==> src/rtl/flash_cmd_regs.svh <==
`ifndef FLASH_CMD_REGS_SVH
`define FLASH_CMD_REGS_SVH

// ****************************************************************
// Command opcodes
// ****************************************************************
`define OPC_BUF_WRITE      8'h84
`define OPC_PROG_NO_ERASE  8'h88
`define OPC_PAGE_ERASE     8'h81
`define OPC_BLOCK_ERASE    8'h50
`define OPC_SECTOR_ERASE   8'h7C

// ****************************************************************
// Frame and address layout
// ****************************************************************
`define CMD_BITS           6'h20
`define PAGE_W             10
`define PAGE264_LSB        9
`define PAGE256_LSB        8
`define BLOCK_LSB          3
`define SECTOR_LSB         7
`define BYTE264_W          9
`define BYTE256_W          8

// ****************************************************************
// Operation extents in pages
// ****************************************************************
`define PAGES_ONE          8'h01
`define PAGES_BLOCK        8'h08
`define PAGES_SUB0B        8'h78
`define PAGES_SECTOR       8'h80
`define FIRST_SUB0B        10'h008

// ****************************************************************
// Timing
// ****************************************************************
`define CLK_MHZ            250
`define PROG_TIME_US_DFLT  2000
`define PE_TIME_US_DFLT    2000
`define BE_TIME_US_DFLT    4000
`define SE_TIME_US_DFLT    50000
`define HOST_SCK_HALF      8'h02
`define HOST_CS_GAP        8'h04

`endif

==> src/rtl/flash_cmd_pkg.sv <==
package flash_cmd_pkg;

   // Operation that the device sequencer runs.
   typedef enum logic [2:0] {OP_NONE, OP_PROGRAM, OP_PAGE_ERASE, OP_BLOCK_ERASE,
                             OP_SECTOR_ERASE} opKind_t;

   // Command that the host issues.
   typedef enum logic [2:0] {CMD_BUF_WRITE, CMD_PROGRAM, CMD_PAGE_ERASE,
                             CMD_BLOCK_ERASE, CMD_SECTOR_ERASE} cmdKind_t;

   typedef enum logic [0:0] {D_IDLE, D_BUSY} devState_t;

   typedef enum logic [1:0] {H_IDLE, H_SHIFT, H_GAP} hostState_t;

endpackage

==> src/rtl/flash_link_if.sv <==
`timescale 1ns/1ps
interface flash_link_if;
   logic csN;
   logic sck;
   logic mosi;

   modport host_mp (output csN, output sck, output mosi);
   modport dev_mp  (input csN, input sck, input mosi);
endinterface
==> src/rtl/flash_cmd_device.sv <==
`timescale 1ns/1ps
`include "flash_cmd_regs.svh"

// What this block does
// - Opcode 88H then three address bytes
// - 264 mode: 5 ignored, page, 9 ignored
// - 256 mode: 6 ignored, BINARY_PAGE_BITS page, 8 ignored
// - Chip-select rise starts program, busy until done
// - Host programs only previously erased pages
// - Page erase 81H, 264 layout as program
// - Page erase 81H, 256 layout as program
// - Page erase sets page to ones, busy
// - Block erase 50H, 264: block in PA9-PA3
// - Block erase 50H, 256: block in A17-A11
// - Block is eight pages, upper seven bits
// - Block erase erases eight pages, busy
// - Sector 0a/0b, 264: seven upper page bits
// - Sectors 1-7, 264: top three page bits
// - Sector 0a/0b, 256: bits A17-A11
// - Sectors 1-7, 256: bits A17-A15
// - Sector decode: 0a, 0b, else top bits
// - Sector erase erases one sector, busy
// - Buffer filled earlier by opcode 84H
module flash_cmd_device
   import flash_cmd_pkg::*;
#(
   parameter int PROG_TIME_US = `PROG_TIME_US_DFLT,
   parameter int PE_TIME_US   = `PE_TIME_US_DFLT,
   parameter int BE_TIME_US   = `BE_TIME_US_DFLT,
   parameter int SE_TIME_US   = `SE_TIME_US_DFLT
)
(
   // Clock, reset and enable
   input  wire logic              sys_clk,
   input  wire logic              rst,
   input  wire logic              ce,
   // Configuration
   input  wire logic              pageSize256,
   // Serial link
   flash_link_if.dev_mp           link,
   // Operation toward the array
   output      logic              opStart_r,
   output      opKind_t           opKind_r,
   output      logic [9:0]        opFirstPage_r,
   output      logic [7:0]        opPageCount_r,
   output      logic              busy_r,
   output      logic              opDone_r
);

   // ****************************************************************
   // Timing constants
   // ****************************************************************
   localparam logic [31:0] PROG_CYC = 32'(PROG_TIME_US * `CLK_MHZ);
   localparam logic [31:0] PE_CYC   = 32'(PE_TIME_US * `CLK_MHZ);
   localparam logic [31:0] BE_CYC   = 32'(BE_TIME_US * `CLK_MHZ);
   localparam logic [31:0] SE_CYC   = 32'(SE_TIME_US * `CLK_MHZ);

   // ****************************************************************
   // Link sampling
   // ****************************************************************
   logic              sckPrev_r;
   logic              csPrev_r;
   logic [31:0]       shift_r;
   logic [5:0]        bitCnt_r;
   logic              sckRise;
   logic              csRise;

   // Link pins are synchronous to sys_clk, so one stage of history finds edges.
   always_ff @(posedge sys_clk or posedge rst)
   begin
      if (rst)
      begin
         sckPrev_r <= 1'b0;
         csPrev_r  <= 1'b1;
      end
      else if (ce)
      begin
         sckPrev_r <= link.sck;
         csPrev_r  <= link.csN;
      end
   end

   assign sckRise = link.sck & ~sckPrev_r & ~link.csN;
   assign csRise  = link.csN & ~csPrev_r;

   // Bits beyond the fourth byte are dropped; a buffer write's data is not ours.
   always_ff @(posedge sys_clk or posedge rst)
   begin
      if (rst)
      begin
         shift_r  <= '0;
         bitCnt_r <= '0;
      end
      else if (ce)
      begin
         if (link.csN)
         begin
            bitCnt_r <= '0;
         end
         else if (sckRise && bitCnt_r != `CMD_BITS)
         begin
            shift_r  <= {shift_r[30:0], link.mosi};
            bitCnt_r <= bitCnt_r + 6'h01;
         end
      end
   end

   // ****************************************************************
   // Command decode
   // ****************************************************************
   logic [7:0]        opcode;
   logic [23:0]       addr;
   logic [9:0]        page;
   logic [6:0]        blockIdx;
   logic [2:0]        sectorIdx;
   opKind_t           kind;
   logic [9:0]        firstPage;
   logic [7:0]        pageCount;
   logic [31:0]       opCycles;

   assign opcode = shift_r[31:24];
   assign addr   = shift_r[23:0];

   // Only the page field is taken; bits outside it never reach the decode.
   assign page = pageSize256 ? addr[`PAGE256_LSB +: `PAGE_W]
                             : addr[`PAGE264_LSB +: `PAGE_W];
   assign blockIdx  = page[9:`BLOCK_LSB];
   assign sectorIdx = page[9:`SECTOR_LSB];

   // Opcode and address give the operation, its extent and its time.
   always_comb
   begin
      kind      = OP_NONE;
      firstPage = page;
      pageCount = `PAGES_ONE;
      opCycles  = PROG_CYC;
      if (opcode == `OPC_PROG_NO_ERASE)
      begin
         kind = OP_PROGRAM;
      end
      else if (opcode == `OPC_PAGE_ERASE)
      begin
         kind     = OP_PAGE_ERASE;
         opCycles = PE_CYC;
      end
      else if (opcode == `OPC_BLOCK_ERASE)
      begin
         kind      = OP_BLOCK_ERASE;
         firstPage = {blockIdx, 3'b000};
         pageCount = `PAGES_BLOCK;
         opCycles  = BE_CYC;
      end
      else if (opcode == `OPC_SECTOR_ERASE)
      begin
         kind     = OP_SECTOR_ERASE;
         opCycles = SE_CYC;
         if (sectorIdx != 3'b000)
         begin
            firstPage = {sectorIdx, 7'b000_0000};
            pageCount = `PAGES_SECTOR;
         end
         else if (blockIdx == 7'b000_0000)
         begin
            firstPage = '0;
            pageCount = `PAGES_BLOCK;
         end
         else
         begin
            firstPage = `FIRST_SUB0B;
            pageCount = `PAGES_SUB0B;
         end
      end
   end

   // ****************************************************************
   // Self-timed sequencer
   // ****************************************************************
   devState_t         state_r;
   logic [31:0]       timer_r;
   logic              launch;

   // A frame counts only when all 32 bits arrived; new frames while busy are ignored.
   assign launch = csRise && state_r == D_IDLE && bitCnt_r == `CMD_BITS
                   && kind != OP_NONE;

   always_ff @(posedge sys_clk or posedge rst)
   begin
      if (rst)
      begin
         state_r <= D_IDLE;
         timer_r <= '0;
         busy_r  <= 1'b0;
      end
      else if (ce)
      begin
         case (state_r)
            D_IDLE:
            begin
               if (launch)
               begin
                  state_r <= D_BUSY;
                  busy_r  <= 1'b1;
                  timer_r <= opCycles - 32'h0000_0001;
               end
            end
            D_BUSY:
            begin
               if (timer_r == '0)
               begin
                  state_r <= D_IDLE;
                  busy_r  <= 1'b0;
               end
               else
               begin
                  timer_r <= timer_r - 32'h0000_0001;
               end
            end
            default:
            begin
               state_r <= D_IDLE;
            end
         endcase
      end
   end

   // Descriptor of the running operation is held for the whole busy time.
   always_ff @(posedge sys_clk or posedge rst)
   begin
      if (rst)
      begin
         opStart_r     <= 1'b0;
         opDone_r      <= 1'b0;
         opKind_r      <= OP_NONE;
         opFirstPage_r <= '0;
         opPageCount_r <= '0;
      end
      else if (ce)
      begin
         opStart_r <= launch;
         opDone_r  <= state_r == D_BUSY && timer_r == '0;
         if (launch)
         begin
            opKind_r      <= kind;
            opFirstPage_r <= firstPage;
            opPageCount_r <= pageCount;
         end
      end
   end

endmodule

==> src/flat_wrapper.sv <==
// flat-port wrapper written by rule: the top's interface ports become plain ports
module flash_cmd_device_flat import flash_cmd_pkg::*;
#(
   parameter int PROG_TIME_US = `PROG_TIME_US_DFLT,
   parameter int PE_TIME_US   = `PE_TIME_US_DFLT,
   parameter int BE_TIME_US   = `BE_TIME_US_DFLT,
   parameter int SE_TIME_US   = `SE_TIME_US_DFLT
)
  (sys_clk, rst, ce, pageSize256, opStart_r, opKind_r, opFirstPage_r, opPageCount_r, busy_r, opDone_r, link_csN, link_sck, link_mosi);
  flash_link_if link_i ();
  input  wire logic sys_clk;
  input  wire logic rst;
  input  wire logic ce;
  input  wire logic pageSize256;
  output      logic opStart_r;
  output      opKind_t opKind_r;
  output      logic [9:0] opFirstPage_r;
  output      logic [7:0] opPageCount_r;
  output      logic busy_r;
  output      logic opDone_r;
  input wire logic [$bits(link_i.csN)-1:0] link_csN;
  input wire logic [$bits(link_i.sck)-1:0] link_sck;
  input wire logic [$bits(link_i.mosi)-1:0] link_mosi;
  assign link_i.csN = link_csN;
  assign link_i.sck = link_sck;
  assign link_i.mosi = link_mosi;
  flash_cmd_device #(.PROG_TIME_US(PROG_TIME_US), .PE_TIME_US(PE_TIME_US), .BE_TIME_US(BE_TIME_US), .SE_TIME_US(SE_TIME_US)) u_core (.sys_clk(sys_clk), .rst(rst), .ce(ce), .pageSize256(pageSize256), .link(link_i), .opStart_r(opStart_r), .opKind_r(opKind_r), .opFirstPage_r(opFirstPage_r), .opPageCount_r(opPageCount_r), .busy_r(busy_r), .opDone_r(opDone_r));
endmodule
==> config.mk <==
export PLATFORM = sky130hd
export DESIGN_NAME = flash_cmd_device_flat
export DESIGN_NICKNAME = d
export VERILOG_FILES = /design/src/rtl/flash_cmd_pkg.sv /design/src/rtl/flash_link_if.sv /design/src/rtl/flash_cmd_device.sv /design/src/flat_wrapper.sv
export VERILOG_INCLUDE_DIRS = /design/src /design/src/rtl
export SDC_FILE = /design/constraint.sdc
export NUM_CORES = 1
export LEC_CHECK = 0
export BUFFER_PORTS_ARGS = -buffer_cell sky130_fd_sc_hd__buf_2
export CORE_MARGIN = 1
export CORE_UTILIZATION = 40
export CTS_CLUSTER_SIZE = 28
export DETAILED_ROUTE_END_ITERATION = 10
export SYNTH_ARGS = -nofsm -noshare
export SYNTH_HDL_FRONTEND = slang
export SYNTH_SLANG_ARGS = --single-unit
==> constraint.sdc <==
create_clock -name sys_clk -period 4.1 [get_ports sys_clk]
set_clock_uncertainty 0.15 [all_clocks]
set_input_delay 0.82 -clock sys_clk [delete_from_list [all_inputs] [get_ports sys_clk]]
set_output_delay 0.82 -clock sys_clk [all_outputs]
set_load 0.005 [all_outputs]
==> results.txt <==
Gate power share = 15.3%
detailed-route vias per instance = 5.79
setup TNS = 0 ns
number of max-slew violations in the final report = 0
Std-Cell Core Area = 11,600 um^2
internal cell power = 1660 uW
master cell of the clock root buffer = sky130_fd_sc_hd__clkbuf_16
slack of the worst reg-to-reg path = 1.19 ns
endpoint of the worst register-to-register path = u_core.timer_r[30]$_DFFE_PP0P_
first drt pass iteration count = 4
CP Capture Type = register
worst ir drop on vdd = 272 uV
Highest Clock Rate = 343 MHz
clock period minus worst slack = 2.91 ns
Max-Cap Viols = 0
maximum level of the CTS H-tree = 3
Inserted Clock Buffers = 9
leakage power of the design = 0.00241 uW
DRC errors left = 0
worst r2r path cells = 7
Inserted Diodes = 0
initial cell density of the core = 41.5%
switching portion of total power = 29.4%
unrepaired setup endpoints after global routing = no
Hold EP = u_core.opKind_r[1]$_DFFE_PP0P_
Sequential cell area = 2330 um^2
post-CTS sizing = 0
slew at the pin closest to its max-slew limit = 1.05 ns
Worst Path Required = 4.17 ns
fraction of synthesized cell area taken by the top area cell type = 48.0%
buffer levels on the longest clock path = 2
worst reg2reg path startpoint = u_core.state_r$_DFFE_PP0P_
result of the run = completed
number of placement rows = 39
total half-perimeter wirelength after legalization and detailed placement = 7.30 mm
CTS sink cnt = 93
fraction of layout instances using a drive strength above 1 = 21.4%
Setup CP Type = register to register
antenna violations before repair = 0
asr flop ratio synth = 100%
Net count, final = 492
share of the clock period used by the worst path after layout = 71.0%
Synth cell types = 71
Post-CTS Setup Inserts = 0
clock network latency to the later pin of the worst-skew pair = 0.34 ns
Hold Slack = 0.320 ns
I/O pin count = 31
switching power = 693 uW
die span in y = 111 um
register bit total from synthesis = 93
leading cell types by total area after synthesis = sky130_fd_sc_hd__dfrtp_1 (48%), sky130_fd_sc_hd__mux2_2 (8.2%), sky130_fd_sc_hd__nand2_1 (3.1%)
final hold vios = 0
highest net fanout along the worst path = 21
vias in the first global route = 3,615
total wire length after detailed routing = 10.8 mm
leading cell type in the layout, fill and taps excluded = sky130_fd_sc_hd__dfrtp_1
commonest non-fill, non-tap cells in the layout = sky130_fd_sc_hd__dfrtp_1 (92), sky130_fd_sc_hd__nand2_1 (39), sky130_fd_sc_hd__mux2_2 (35)
YS warnings = 0
number of synthesized flops with an enable pin = 0
gpl congestion = 0.886
hold path startpoint = u_core.opKind_r[1]$_DFFE_PP0P_
non-filler instance count after layout = 630
Congestion Overflow GR = 0
Initial DRC Count = 181
most frequently used flop master after synthesis = sky130_fd_sc_hd__dfrtp_1
Avg Synthesized Cell Area = 10.4 um^2
Slew HR = 29.2%
clock input transition at the sequential cells of the worst setup and hold paths = 0.07 ns
cell area after synthesis = 4790 um^2
hold buffer count at CTS = 0
global routing usage summed across all routing layers = 18.5%
critical path launch point type = register
number of cells after detailed placement = 614
Post-DRT Antenna Nets = 0
final count of negative-setup-slack endpoints = 0
Crit path arrival time = 2.99 ns
count of buffers inserted at the top-level ports = 28
Worst Hold Class = register to register
die boundary width = 111 um
Die Area = 12,400 um^2
Clk pwr share = 35.3%
area growth from synthesis to final layout = 11.5%
post-DR wirelength/cell = 17.2 um
power density over the cells = 440 nW/um^2
TritonCTS clock tree = built
Sequential Power Share = 49.4%
vias post-DR = 3,645
area of the multi-input gates = 2260 um^2
pin count of the biggest net entering global routing = 49
cell type with the highest aggregate area in the netlist = sky130_fd_sc_hd__dfrtp_1
Hold Crit Depth = 2
fill count = 1,089
sequential share of the synthesized area = 48.6%
wire length of the first global-routing pass = 18.4 mm
Syn Inst Count = 461
final core utilization = 46.2%
[cells in the mapped netlist, types with 10 or more instances]
cell type	n
sky130_fd_sc_hd__dfrtp_1	92
sky130_fd_sc_hd__nand2_1	39
sky130_fd_sc_hd__mux2_2	35
sky130_fd_sc_hd__nor2_1	30
sky130_fd_sc_hd__o21ai_0	28
sky130_fd_sc_hd__nor3_1	17
sky130_fd_sc_hd__inv_1	14
sky130_fd_sc_hd__a21oi_1	13
sky130_fd_sc_hd__mux2i_1	11
sky130_fd_sc_hd__nand3_1	11
sky130_fd_sc_hd__clkbuf_1	10
sky130_fd_sc_hd__o31ai_1	10
[worst max-delay path by stage]
stage | start | end | slack [ns] | depth (start not counted)
6_report | u_core.state_r$_DFFE_PP0P_ | u_core.timer_r[30]$_DFFE_PP0P_ | 1.19 | 7
5_1_grt | u_core.state_r$_DFFE_PP0P_ | u_core.timer_r[24]$_DFFE_PP0P_ | 0.99 | 7
4_1_cts | u_core.state_r$_DFFE_PP0P_ | u_core.timer_r[24]$_DFFE_PP0P_ | 1.19 | 7
3_5_place_dp | ce | u_core.timer_r[0]$_DFFE_PP0P_ | 1.14 | 6
3_3_place_gp | ce | u_core.timer_r[0]$_DFFE_PP0P_ | 1.20 | 6
2_1_floorplan | rst | u_core.bitCnt_r[0]$_DFFE_PP0P_ | 0.71 | 1
[cell type report]
cell class / count / area share [%]
Clock buffer: 9 / 4.21
Clock inverter: 7 / 1.38
Sequential cell: 93 / 43.6
Inverter: 15 / 1.08
Multi-Input combinational cell: 326 / 42.3
Tap cell: 143 / 3.35
Timing Repair Buffer: 37 / 4.12
[kinds of logic (layout without fill, tap and decap cells)]
kind of cell,after synthesis,in the layout,share of synthesized area (%)
compound gates,116,116,17.6
xor+xnor,4,4,0.731
fa+ha+maj,3,3,0.783
buf+inv,43,68,4.38
flops,93,93,48.6
mux,46,46,10.5
other cells,1,2,0.0782
simple gates,155,155,17.4
[registers in the layout, indices dropped and copies added (netlist names), 3 cells and up]
| signal | cells |
|---|---|
| u_core.bitCnt_r | 6 |
| u_core.opFirstPage_r | 10 |
| u_core.opKind_r | 3 |
| u_core.opPageCount_r | 4 |
| u_core.shift_r | 32 |
| u_core.timer_r | 32 |
[power by group through the flow]
stage / logic (uW) / clock network (uW) / registers, uW
after floorplan: 293 / 0 / 1130
after global placement: 351 / 0 / 1170
after detailed placement: 362 / 0 / 1170
after CTS: 363 / 858 / 1160
after global routing: 407 / 892 / 1180
final: 361 / 831 / 1160
[per-layer routing]
| layer | GRT usage [%] | part of all wire [%] | vias to the layer above | wire length (um) |
|---|---|---|---|---|
| li1 | - | - | 1766 | - |
| met1 | 24.6 | 46 | 1800 | 4960 |
| met2 | 30.9 | 50 | 70 | 5370 |
| met3 | 2.89 | 3.5 | 9 | 382 |
| met4 | 6.04 | 1.0 | 0 | 113 |
| met5 | 0 | 0 | - | 0 |
[critical path, cell delays in order, from the launching register on]
cell	delay, ns
sky130_fd_sc_hd__dfrtp_1	0.61
sky130_fd_sc_hd__nand2_1	0.17
sky130_fd_sc_hd__ha_1	0.26
sky130_fd_sc_hd__nor4b_1	0.29
sky130_fd_sc_hd__nand4_1	0.26
sky130_fd_sc_hd__nor4_1	0.64
sky130_fd_sc_hd__o2111ai_1	0.23
sky130_fd_sc_hd__mux2i_1	0.16
[per-stage QoR]
step,cell area [um^2],worst slack (ns),total power [uW]
2_1_floorplan,4800,0.711,1420
3_5_place_dp,5040,1.14,1540
4_1_cts,5340,1.19,2380
5_1_grt,5340,0.991,2480
6_report,5340,1.19,2350
3_3_place_gp,5040,1.20,1520
(Power assumes the default switching activity.)
